===== src/inc/apw_cfg.svh =====
/*
  Constants of the host power and watchdog supervisor: offsets, fields, times.
  Assumes a 20 MHz clock and a 32-bit APB register port.
*/
`ifndef APW_CFG_SVH
`define APW_CFG_SVH

`define APW_CLK_HZ 20000000
`define APW_TICK_HZ 32
`define APW_TICK_CYC (`APW_CLK_HZ / `APW_TICK_HZ)
`define APW_MS2TICK(ms) ((ms) * `APW_TICK_HZ / 1000)

`define APW_HOLD_LONG_MS 4000
`define APW_HOLD_SHORT_MS 250
`define APW_RST_PULSE_MS 1000
`define APW_PWR_DEF_MS 1000
`define APW_EXTEND_MS 5000
`define APW_WD_SEC_MS 1000

`define APW_CMD_OFS 8'h00
`define APW_STAT_OFS 8'h04
`define APW_CFG_OFS 8'h08

`define APW_CMD_PWRCFG 8'h1c
`define APW_CMD_WDOG 8'h1d

`define APW_MASK_RST 8'h00
`define APW_BIT_AUTOPOL 0
`define APW_BIT_RSTINV 1
`define APW_BIT_PWRINV 2
`define APW_BIT_BLANK 4
`define APW_BIT_KRST 5
`define APW_BIT_KPON 6
`define APW_BIT_KPOFF 7

`endif


===== src/inc/apw_pkg.sv =====
/*
  Types of the host power and watchdog supervisor.
  Assumes apw_cfg.svh supplies the numeric constants.
*/
package apw_pkg;

  typedef enum logic [2:0] {
    APW_IDLE = 3'b000,
    APW_RST = 3'b001,
    APW_PON = 3'b011,
    APW_POFF = 3'b010,
    APW_PHOLD = 3'b110
  } apw_st_t;

  typedef enum logic [1:0] {
    APW_MSG_NONE = 2'h0,
    APW_MSG_RESET = 2'h1,
    APW_MSG_PON = 2'h2,
    APW_MSG_POFF = 2'h3
  } apw_msg_t;

  // Pin order: sense, confirm, cancel, reset line, power line.
  typedef struct packed {
    logic [4:0] sync_a;
    logic [4:0] sync_b;
    logic sense_d;
    logic [19:0] tick_cnt;
    logic [7:0] hold_ok;
    logic [7:0] hold_cx;
    apw_st_t st;
    logic [7:0] pcnt;
    logic kp;
    logic [7:0] mask;
    logic [7:0] plen;
    logic wd_en;
    logic [7:0] wd_cnt;
    logic [4:0] wd_sub;
    logic wd_pend;
    logic rst_lvl;
    logic pwr_lvl;
    logic reboot;
    logic [31:0] prdata;
    logic pslverr;
  } apw_state_t;

endpackage


===== src/hw/apw_top.sv =====
/*
  Host power-switch and watchdog supervisor with an APB register port.
  Assumes keys active high and both host lines pulled to their idle level.
*/
// Chosen here: register access over APB and the register offsets.
`timescale 1ns/10ps
`default_nettype none
`include "apw_cfg.svh"

module apw_top
  import apw_pkg::*;
#(
  parameter int TICK_CYC = `APW_TICK_CYC
) (
  input wire logic clk,
  input wire logic resetn,
  input wire logic [7:0] paddr,
  input wire logic psel,
  input wire logic penable,
  input wire logic pwrite,
  input wire logic [31:0] pwdata,
  output logic [31:0] prdata,
  output logic pready,
  output logic pslverr,
  input wire logic host_alive_i,
  input wire logic confirm_key_i,
  input wire logic cancel_key_i,
  input wire logic host_rst_i,
  output logic host_rst_o,
  output logic host_rst_oe,
  input wire logic power_sw_i,
  output logic power_sw_o,
  output logic power_sw_oe,
  output logic display_blank,
  output apw_msg_t msg,
  output logic self_reboot
);

  localparam logic [7:0] THR_LONG = 8'(`APW_MS2TICK(`APW_HOLD_LONG_MS));
  localparam logic [7:0] THR_SHORT = 8'(`APW_MS2TICK(`APW_HOLD_SHORT_MS));
  localparam logic [7:0] RST_LEN = 8'(`APW_MS2TICK(`APW_RST_PULSE_MS));
  localparam logic [7:0] PWR_DEF = 8'(`APW_MS2TICK(`APW_PWR_DEF_MS));
  localparam logic [7:0] EXT_LEN = 8'(`APW_MS2TICK(`APW_EXTEND_MS));
  localparam logic [4:0] SEC_LAST = 5'(`APW_MS2TICK(`APW_WD_SEC_MS) - 1);
  localparam logic [19:0] TICK_LAST = 20'(TICK_CYC - 1);

  apw_state_t s, n;

  function automatic logic [7:0] hold_next(input logic [7:0] cnt, input logic key,
                                           input logic tick);
    if (!key) begin
      hold_next = 8'h00;
    end else if (tick && cnt != 8'hff) begin
      hold_next = cnt + 8'h01;
    end else begin
      hold_next = cnt;
    end
  endfunction

  function automatic logic drive_level(input logic autopol, input logic idle_lvl,
                                       input logic inv);
    drive_level = autopol ? ~idle_lvl : inv;
  endfunction

  logic sense, ok_key, cx_key, tick, acc, setup, lock, trig_kr, trig_pon, trig_poff;
  logic [7:0] ctype, d0, d1, pnext;
  logic [1:0] clen;

  always_comb begin
    n = s;
    n.sync_a = {power_sw_i, host_rst_i, cancel_key_i, confirm_key_i, host_alive_i};
    n.sync_b = s.sync_a;
    sense = s.sync_b[0];
    ok_key = s.sync_b[1];
    cx_key = s.sync_b[2];
    n.sense_d = sense;
    n.reboot = 1'b0;
    tick = (s.tick_cnt == TICK_LAST);
    n.tick_cnt = tick ? 20'h00000 : s.tick_cnt + 20'h00001;
    pnext = s.pcnt + (tick ? 8'h01 : 8'h00);

    n.hold_ok = hold_next(s.hold_ok, ok_key, tick);
    n.hold_cx = hold_next(s.hold_cx, cx_key, tick);
    trig_kr = sense && s.mask[`APW_BIT_KRST] && n.hold_ok == THR_LONG
              && s.hold_ok != THR_LONG;
    trig_pon = !sense && s.mask[`APW_BIT_KPON] && n.hold_ok == THR_SHORT
               && s.hold_ok != THR_SHORT;
    trig_poff = sense && s.mask[`APW_BIT_KPOFF] && n.hold_cx == THR_LONG
                && s.hold_cx != THR_LONG;

    // Idle levels are sampled only while floating; through sync_b our own drive still feeds back for two cycles after release.
    if (!host_rst_oe) begin
      n.rst_lvl = s.sync_b[3];
    end
    if (!power_sw_oe) begin
      n.pwr_lvl = s.sync_b[4];
    end

    if (s.wd_en && tick) begin
      if (s.wd_sub == SEC_LAST) begin
        n.wd_sub = 5'h00;
        if (s.wd_cnt == 8'h01) begin
          n.wd_cnt = 8'h00;
          n.wd_en = 1'b0;
          n.wd_pend = 1'b1;
        end else begin
          n.wd_cnt = s.wd_cnt - 8'h01;
        end
      end else begin
        n.wd_sub = s.wd_sub + 5'h01;
      end
    end

    unique case (s.st)
      APW_IDLE: begin
        n.pcnt = 8'h00;
        if (s.wd_pend) begin
          n.st = APW_RST;
          n.kp = 1'b0;
          n.wd_pend = 1'b0;
          n.tick_cnt = 20'h00000;
        end else if (trig_kr) begin
          n.st = APW_RST;
          n.kp = 1'b1;
          n.tick_cnt = 20'h00000;
        end else if (trig_pon) begin
          n.st = APW_PON;
          n.tick_cnt = 20'h00000;
        end else if (trig_poff) begin
          n.st = APW_POFF;
          n.tick_cnt = 20'h00000;
        end
      end
      APW_RST: begin
        n.pcnt = pnext;
        if (pnext == RST_LEN) begin
          n.st = APW_IDLE;
          n.reboot = s.kp;
        end
      end
      APW_PON: begin
        n.pcnt = pnext;
        if (pnext == s.plen) begin
          n.st = APW_IDLE;
          n.reboot = 1'b1;
        end
      end
      APW_POFF: begin
        n.pcnt = pnext;
        if (pnext == s.plen) begin
          n.pcnt = 8'h00;
          n.st = cx_key ? APW_PHOLD : APW_IDLE;
        end
      end
      APW_PHOLD: begin
        n.pcnt = pnext;
        if (!cx_key || pnext == EXT_LEN) begin
          n.st = APW_IDLE;
        end
      end
      default: begin
        n.st = APW_IDLE;
      end
    endcase

    if (s.mask[`APW_BIT_BLANK] && sense && !s.sense_d) begin
      n.reboot = 1'b1;
    end

    acc = psel && penable;
    setup = psel && !penable;
    ctype = pwdata[7:0];
    d0 = pwdata[15:8];
    d1 = pwdata[23:16];
    clen = pwdata[25:24];
    lock = (s.st == APW_RST) && s.kp;
    if (acc && pwrite && paddr == `APW_CMD_OFS && !lock) begin
      if (ctype == `APW_CMD_PWRCFG && (clen == 2'd1 || clen == 2'd2)) begin
        n.mask = d0;
        if (clen == 2'd2 && d1 != 8'h00) begin
          n.plen = d1;
        end
      end else if (ctype == `APW_CMD_WDOG && clen == 2'd1) begin
        n.wd_en = (d0 != 8'h00);
        n.wd_cnt = d0;
        n.wd_sub = 5'h00;
        n.wd_pend = 1'b0;
      end
    end

    // A reboot restarts the device; the stored function mask and length survive it.
    if (s.reboot) begin
      n.wd_en = 1'b0;
      n.wd_cnt = 8'h00;
      n.wd_pend = 1'b0;
      n.kp = 1'b0;
    end

    if (setup) begin
      n.pslverr = 1'b0;
      n.prdata = 32'h00000000;
      unique case (paddr)
        `APW_CMD_OFS: begin
          n.pslverr = !pwrite;
        end
        `APW_STAT_OFS: begin
          n.pslverr = pwrite;
          n.prdata = {16'h0000, lock, 1'b0, s.st, display_blank, s.wd_en, sense, s.wd_cnt};
        end
        `APW_CFG_OFS: begin
          n.pslverr = pwrite;
          n.prdata = {16'h0000, s.plen, s.mask};
        end
        default: begin
          n.pslverr = 1'b1;
        end
      endcase
    end
  end

  always_ff @(posedge clk or negedge resetn) begin
    if (!resetn) begin
      s <= '{st: APW_IDLE, mask: `APW_MASK_RST, plen: PWR_DEF, rst_lvl: 1'b1,
             pwr_lvl: 1'b1, default: '0};
    end else begin
      s <= n;
    end
  end

  assign prdata = s.prdata;
  assign pready = 1'b1;
  assign pslverr = s.pslverr;
  assign host_rst_oe = (s.st == APW_RST);
  assign host_rst_o = drive_level(s.mask[`APW_BIT_AUTOPOL], s.rst_lvl,
                                  s.mask[`APW_BIT_RSTINV]);
  assign power_sw_oe = (s.st == APW_PON) || (s.st == APW_POFF)
                       || (s.st == APW_PHOLD);
  assign power_sw_o = drive_level(s.mask[`APW_BIT_AUTOPOL], s.pwr_lvl,
                                  s.mask[`APW_BIT_PWRINV]);
  assign display_blank = s.mask[`APW_BIT_BLANK] && !s.sync_b[0];
  assign self_reboot = s.reboot;

  always_comb begin
    unique case (s.st)
      APW_RST: msg = s.kp ? APW_MSG_RESET : APW_MSG_NONE;
      APW_PON: msg = APW_MSG_PON;
      APW_POFF, APW_PHOLD: msg = APW_MSG_POFF;
      default: msg = APW_MSG_NONE;
    endcase
  end

endmodule

`default_nettype wire


===== config.mk =====
export PLATFORM = sky130hd
export DESIGN_NAME = apw_top
export DESIGN_NICKNAME = d
export VERILOG_FILES = /design/src/inc/apw_pkg.sv /design/src/hw/apw_top.sv
export VERILOG_INCLUDE_DIRS = /design/src /design/src/inc
export SDC_FILE = /design/constraint.sdc
export NUM_CORES = 1
export LEC_CHECK = 0
export ABC_AREA = 1
export ABC_CLOCK_PERIOD_IN_PS = 3260
export BUFFER_PORTS_ARGS = -buffer_cell sky130_fd_sc_hd__buf_2
export CORE_MARGIN = 2
export CORE_UTILIZATION = 50
export DETAILED_ROUTE_END_ITERATION = 7
export GPL_ROUTABILITY_DRIVEN = 0
export HOLD_SLACK_MARGIN = 0.02
export PLACE_DENSITY = 0.72
export SYNTH_ARGS = -nofsm -noshare
export SYNTH_HDL_FRONTEND = slang
export SYNTH_SLANG_ARGS = --single-unit

===== constraint.sdc =====
create_clock -name clk -period 3.26 [get_ports clk]
set_input_delay 0.652 -clock clk [delete_from_list [all_inputs] [get_ports clk]]
set_output_delay 0.652 -clock clk [all_outputs]
set_load 0.02 [all_outputs]

# Word level (Yosys, flattened, before mapping)
# Cells that the tools add are included.
dict set report word_totals {
  output_inout_bits 42
  romBits 0
  ff_bits 126
  n_memories 0
  ramBits 0
  inputBits 50
  latch_bits 0
  elab_cells 155
}
dict set report op_classes {
  muxes 50
  div_mod_pow 0
  addsub 6
  n_reduce_logical 48
  order_cmp 0
  n_bitwise 2
  mul 0
  n_eq_ne 29
  shift 0
}
# op count
set ops {}
lappend ops {{20-bit two-way mux} 6}
lappend ops {{15-bit two-way mux} 4}
lappend ops {{8-bit two-way mux} 5}
lappend ops {{8-bit != test, second input constant} 4}
lappend ops {{16-bit case mux with 2 select lines} 1}
lappend ops {{8-bit == test, second input constant} 3}
lappend ops {{1-bit logical AND} 24}
lappend ops {{3-bit two-way mux} 8}
lappend ops {{8-bit case mux with 3 select lines} 1}
lappend ops {{20-bit by 1-bit adder with 20-bit output, second input constant} 1}
lappend ops {{20-bit == test, second input constant} 1}
lappend ops {{9-bit two-way mux} 2}
lappend ops {{1-bit two-way mux} 17}
lappend ops {{8-bit by 1-bit adder with 8-bit output, second input constant} 2}
lappend ops {{8-bit by 4-bit == test with 1-bit output, second input constant} 2}
lappend ops {{8-bit by 5-bit == test with 1-bit output, second input constant} 2}
lappend ops {{8-bit nonzero test} 2}
lappend ops {{3-bit case mux with 5 select lines} 1}
lappend ops {{11-bit two-way mux} 1}
lappend ops {{8-bit by 1-bit adder with 8-bit output} 1}
lappend ops {{8-bit by 1-bit == test with 1-bit output, second input constant} 1}
lappend ops {{8-bit by 3-bit == test with 1-bit output, second input constant} 1}
lappend ops {{8-bit by 6-bit == test with 1-bit output, second input constant} 1}
lappend ops {{8-bit == test} 1}
lappend ops {{27 further kinds} 43}

# Logic depth before layout (Yosys ltp)
# Gate-level depths: netlist of run 1.
dict set report depth {
  word_depth 12
  mapped_depth 20
  mapped_depth_nobuf 20
}

# Worst setup path before layout of run 1
# OpenSTA, ideal clock, no wires.
dict set report synth_path {
  path_type {reg2reg}
  startpoint {register s[95] in the netlist's numbering}
  endpoint {register s[76] in the netlist's numbering}
  path_stages_with_launch 20
  required_ps 3143
  setup_ps 117
  arrival_ps 2527
  period_less_slack_ps 2643
  slack_ps 617
  path_buffers 0
  cell_sequence {dfrtp_1 > ha_1 > nand2_1 > nor3_1 > nand2_1 > inv_1 > ha_1 > ha_1 > nand4_1 > o21ai_1 > nand2_1 > nand2_1 > nand2_1 > a21oi_1 > nand3b_1 > nand2_1 > nand3_1 > o21bai_1 > nand2_1 > nand2_1}
}
dict set report synth_between {
  elab_chain_cells 11
  elab_cells_between_ends 32
  cone_classes {add/sub: 1; eq/ne: 12; mux: 9; reduce/logical: 10}
}
# item line_no
set synth_rtl {}
lappend synth_rtl {{start: declaration} apw_top.sv:47} ;# apw_state_t s, n;
lappend synth_rtl {{start signal: assignment} apw_top.sv:223} ;# s <= '{st: APW_IDLE, mask: `APW_MASK_RST, plen: PWR_DEF, rst_lvl: 1'b1,
lappend synth_rtl {{start signal: assignment} apw_top.sv:226} ;# s <= n;
lappend synth_rtl {{20-bit == test (*)} apw_top.sv:78} ;# tick = (s.tick_cnt == TICK_LAST);
lappend synth_rtl {{parallel branches: the longest is 10 deep, another holds 8-bit by 1-bit adder with 8-bit output} --}
# Mark *: on every way between the ends.
# A chain may end at the register's enable or synchronous reset.

# Worst setup path after layout of run 1
dict set report layout_path {
  startpoint {register s[108] in the netlist's numbering}
  endpoint {register s[76] in the netlist's numbering}
}
# Same word-level chain as after synthesis.

==> flow_summary.yaml, run 1 <==
detailed_routing:
  wl_per_cell_um: 13.4
  ant_nets: 0
  drtPass1Iterations: 5
  drcViolationCount: 0
  wl_um: 15000
  route.vias.total: 5761
  vias_per_cell: 5.15
  drtIter0Drc: 383
clock_network:
  ctsRootBufferMaster: "clkbuf_16"
  clkSinkCount: 110
  h-tree-depth: 3
  clkSlewWorstSetupHoldPaths_ps: 80
  cts_tree: "done"
  cts_buffer_depth: 2
  numCtsBuffers: 9
  holdBufCountCts: 0
  worstSkewPairLatency_ps: 360
timing:
  maxClockFrequency_mhz: 338
  rsz0062_at_grt: "false"
  setup_viol: 0
  post-route-period-util: 0.907
  tns_ps: 0
  worst_pin_slew_ps: 614
  hold_viol: 0
  relSlewSlack: 0.589
  finalCriticalPeriod_ps: 2960
  slew_viol_final: 0
  fin_skew_ps: 10.8
floorplanning:
  ios: 92
  die_area_um2: 14400
  die_w_um: 120
  die_y_um: 120
  core_um2: 13200
  fp-row-count: 42
  start_util: 0.509
cells_and_area:
  multiInputGateArea_um2: 3250
  finalCoreUtilization: 0.566
  areaGrowthSynthToFinish_pct: 11.1
  nets: 1001
  nFillCells: 1281
  ff_latch_area_um2: 2760
  insertedDiodeCount: 0
  drive_above_1_share: 0.196
global_route:
  overflow: 0
  grt_pass1_wl_um: 25000
  track_usage: 0.217
  antenna_found_initial: 0
  grt_pass1_vias: 5392
  grt_max_degree: 71
synth:
  synth.distinct_cells: 51
  synth_seq_cells: 110
  avgSynthCellArea_um2: 7.66
  synth_area_um2: 6720
  ys.warnings.count: 0
  synthCells: 877
  ys_seq_area_frac: 0.410
worst_setup_path:
  crit_top_cell: "nand2_1"
  crit_required_ps: 3520
  cp-end-kind: "flop"
  crit_chain: "inv_2, nand4_1, nor3_2, nand2_1, inv_1, ha_2, ha_4, nand4_1, o21ai_2, nand2_2, nand2_1, nand2_1, a21oi_1, nand3b_1, nand2_1, nand3_1, o21bai_2, nand2_1, nand2_1"
  rr_worst_depth: 19
  worstSetupStartpoint: "s[108]"
  worstSetupStartpointType: "flop"
  critPathMaxFanout: 4
  slowest_stage: "dfrtp_1"
  r2r_start: "s[108]"
  max_stage_delay_ps: 410
  critPathKind: "reg2reg"
  critPathArrivalTime_ps: 3220
pwr:
  p_leak_nw: 3.80
  power.density_nw_per_um2: 344
  peakVddDrop_mv: 0.314
placed_design:
  dpl.hpwl_um: 11100
  portBuffers: 68
run_status:
  status: "finished clean"
min_path:
  hp-class: "in2async"
job:
  cap_violations: 0
-- power breakdown --
part	internal (mW)	switching, mW
clock	0.532	0.533
combinational	0.0325	0.0805
sequential	1.37	0.00991
-- path summary, 6_finish.rpt --
check | slack (ps) | to
worst min register to register | 350 | n[115]
worst max register to register | 300 | s[76]
max in group asynchronous | 2190 | s[35]
worst max-delay path | 300 | s[76]
worst min-delay path | 280 | s[103]
min in group clk | 350 | n[115]
-- cell type report --
type,count,area share
tap,176,0.0295
sequential,110,0.370
inverter,130,0.0654
clock inverter,6,0.00772
multi-input combinational,605,0.435
timing repair buffer,82,0.0617
clock buffer,10,0.0307
-- cells in the mapped netlist (all sizes together) --
master | count | share of area
a211oi | 2 | 0.0022
a21oi | 24 | 0.020
a22o | 1 | 0.0013
a31oi | 1 | 0.00093
and2 | 1 | 0.00093
buf | 43 | 0.047
clkbuf | 4 | 0.0022
clkinv | 2 | 0.0011
conb | 2 | 0.0011
dfrtp | 107 | 0.40
dfstp | 3 | 0.012
ha | 13 | 0.024
inv | 128 | 0.072
mux2 | 7 | 0.012
nand2 | 229 | 0.13
nand3 | 49 | 0.040
nand3b | 2 | 0.0022
nand4 | 41 | 0.040
nor2 | 92 | 0.066
nor3 | 21 | 0.017
nor3b | 1 | 0.0011
nor4 | 7 | 0.0097
o211ai | 2 | 0.0022
o21ai | 38 | 0.032
o21ba | 1 | 0.0015
o21bai | 1 | 0.0011
o221ai | 1 | 0.0013
o22a | 1 | 0.0013
o22ai | 14 | 0.013
o31ai | 9 | 0.010
or2 | 5 | 0.0047
xnor2 | 5 | 0.0065
xor2 | 20 | 0.026
-- state kept, by name, indices dropped and copies added (netlist names) --
signal and flops:
s 84, self_reboot 1, ok_key 1, pslverr 1, prdata 16, n 6, cx_key 1
-- routing by layer --
layer | global-route usage | vias up | part of all wire | wire length [µm]
li1 | - | 2908 | - | -
met1 | 0.276 | 2655 | 0.45 | 6810
met2 | 0.364 | 175 | 0.47 | 7090
met3 | 0.0551 | 23 | 0.055 | 827
met4 | 0.0706 | 0 | 0.020 | 306
met5 | 0 | - | 0 | 0
-- metrics by stage --
stage	worst slack (ps)	instances	power, mW	hold WS, ps	instance area, µm²
floorplan	617	892	1.47	331	6770
global placement	195	1098	1.53	333	7080
detailed placement	162	1098	1.53	336	7080
CTS	152	1114	2.59	296	7370
global route	9.11	1119	2.66	319	7460
finish	303	1119	2.56	277	7460
-- cells in the final DEF (no fill, tap or decap), drive strengths merged --
cell type,n
nor3,21
nor3b,1
xnor2,5
mux2,7
dfrtp,107
o31ai,9
o21bai,1
o221ai,1
a22o,1
nor2,92
inv,129
buf,82
a211oi,2
and2,1
a21oi,24
or2,5
nand3,49
nand4,41
clkbuf,10
nand2,229
clkinvlp,1
o211ai,2
xor2,20
nand3b,2
clkinv,6
conb,17
o22a,1
ha,13
o22ai,14
o21ai,38
nor4,7
a31oi,1
dfstp,3
o21ba,1
-- worst max-delay path: cells and delay by family, from the launching register on --
family	cells	cell delay [ps]
adder cells (fa/ha/maj)	2	330
buffers and inverters	2	160
AO/OA/AOI/OAI	3	550
AND/OR/NAND/NOR	12	1380
flip-flops	1	410
-- cell families after synthesis --
family	count (synthesis)	synth area share
buffers and inverters	177	0.122
AOI/OAI and AO/OA	95	0.0868
other	2	0.00112
and+or+nand+nor	448	0.311
muxes	7	0.0117
adders and majority gates	13	0.0242
DFF	110	0.410
xor gates and xnor gates	25	0.0326
-- what timing repair did --
action                     in CTS  in global routing
setup buffers                   0                  5
setup endpoints to repair       0                 10
gates resized for setup         0                 16
No activity file was read; power rests on OpenSTA's default activity.
==> inputs of run 2 (changes only) <==
--- a/config.mk
+++ b/config.mk
@@ -15,6 +15,7 @@
 export GPL_ROUTABILITY_DRIVEN = 0
 export HOLD_SLACK_MARGIN = 0.02
 export PLACE_DENSITY = 0.72
+export REMOVE_ABC_BUFFERS = 1
 export SYNTH_ARGS = -nofsm -noshare
 export SYNTH_HDL_FRONTEND = slang
 export SYNTH_SLANG_ARGS = --single-unit
==> flow_summary.yaml, run 2 (synthesis results as in run 1) <==
worst_setup_path:
  crit_required_ps: 3520
  reg2reg_slack_ps: 250
  critPathKind: "reg2reg"
  worstSetupStartpointType: "flop"
  max_stage_delay_ps: 400
  cp-end-kind: "flop"
  critPathMaxFanout: 4
  crit_top_cell: "nand2_1"
  critPathArrivalTime_ps: 3270
  slowest_stage: "dfrtp_1"
  crit_chain: "ha_2, nand2_1, nor3_2, nand2_1, inv_1, ha_1, ha_2, nand4_1, o21ai_2, nand2_1, nand2_1, nand2_1, a21oi_1, nand3b_1, nand2_1, nand3_1, o21bai_1, nand2_1, nand2_1"
clock_network:
  cts_buffer_depth: 2
  ctsRootBufferMaster: "clkbuf_16"
  clkSlewWorstSetupHoldPaths_ps: 80
  clkSinkCount: 110
  cts_tree: "done"
  numCtsBuffers: 9
  h-tree-depth: 3
  worstSkewPairLatency_ps: 360
timing:
  post-route-period-util: 0.923
  slew_viol_final: 0
  hold_ws_ps: 311
  setup_viol: 0
  relSlewSlack: 0.523
  finalCriticalPeriod_ps: 3010
  tns_ps: 0
  worst_pin_slew_ps: 713
  maxClockFrequency_mhz: 332
  rsz0062_at_grt: "false"
  fin_skew_ps: 14.1
  hold_viol: 0
min_path:
  hp-class: "in2async"
detailed_routing:
  vias_per_cell: 5.07
  wl_per_cell_um: 13.1
  drtPass1Iterations: 5
  wl_um: 14600
  route.vias.total: 5660
  drtIter0Drc: 377
  drcViolationCount: 0
  ant_nets: 0
cells_and_area:
  top_register: "s"
  nFillCells: 1236
  largest_register_ffs: 84
  insertedDiodeCount: 0
  finalCoreUtilization: 0.566
  final_cell_mix: "nand2_1 (227), inv_1 (117), dfrtp_1 (107)"
  final_cell_area_um2: 7460
  areaGrowthSynthToFinish_pct: 11.1
  drive_above_1_share: 0.188
  nets: 999
  mostFrequentLayoutCell: "nand2_1"
floorplanning:
  die_w_um: 120
  ios: 92
  start_util: 0.509
  core_um2: 13200
  die_area_um2: 14400
  fp-row-count: 42
  die_y_um: 120
pwr:
  power.density_nw_per_um2: 360
  peakVddDrop_mv: 0.360
  p_leak_nw: 3.82
global_route:
  track_usage: 0.211
  overflow: 0
  grt_pass1_wl_um: 24500
  antenna_found_initial: 0
  grt_pass1_vias: 5229
  grt_max_degree: 50
placed_design:
  dpl.hpwl_um: 10800
  dpl_cell_area_um2: 7090
  portBuffers: 68
job:
  cap_violations: 0
run_status:
  status: "finished clean"
## run 2: changes by cell type in the layout (fill, tap and decap cells not counted), moves of 2 or more
cell,delta
buf_4,-2
clkinv_4,-2
inv_1,+4
ha_4,-2
inv_2,-4
## run 2: area by class of cell
type	instances	area [µm²]	area share
Clock inverter	6	85.1	0.0114
Multi-Input combinational cell	605	3230	0.432
Inverter	130	488	0.0654
Clock buffer	10	239	0.0320
Sequential cell	110	2760	0.370
Tap cell	176	220	0.0295
Timing Repair Buffer	80	445	0.0597
## run 2: critical path: cells and delay by family, from the launching register on
| kind | cells | cell delay (ps) |
|---|---|---|
| fa+ha+maj | 3 | 620 |
| compound gates | 3 | 490 |
| buf+inv | 1 | 70 |
| simple gates | 12 | 1320 |
| flops | 1 | 400 |
## run 2: metal layers
layer  vias up  global-route usage  wire, µm
met5         -                   0         0
met4         0              0.0507       176
met3        14              0.0589       903
met2       153               0.344      6770
met1      2589               0.282      6780
li1       2904                   -         -
## run 2: stage by stage
| step | setup WS [ps] | cells | power, mW |
|---|---|---|---|
| 2_1_floorplan | 617 | 845 | 1.45 |
| 3_3_place_gp | 152 | 1099 | 1.52 |
| 3_5_place_dp | 151 | 1099 | 1.53 |
| 4_1_cts | 124 | 1115 | 2.71 |
| 5_1_grt | 19.4 | 1117 | 2.77 |
| 6_report | 252 | 1117 | 2.68 |
## run 2: path summary, 6_finish.rpt
path	to	from	cells past startpoint
min reg2reg	ok_key	n[117]	0
max	s[76]	s[95]	19
min in group clk	ok_key	n[117]	0
max reg2reg	s[76]	s[95]	19
min	s[104]	resetn	1
max in group asynchronous	s[35]	resetn	2
## run 2: report_power, final
part           switching (mW)  total, mW  internal (mW)  leakage (nW)
combinational          0.0792      0.112         0.0332          2.19
sequential            0.00934       1.38           1.37          1.48
clock                   0.551       1.19          0.638         0.156
## run 2: timing repair
action | CTS | global route
gates resized for setup | 0 | 7
setup buffers | 0 | 2
hold buffers | 0 | 0
endpoints found under the setup margin | 0 | 10
hold endpoints to repair | 0 | 0
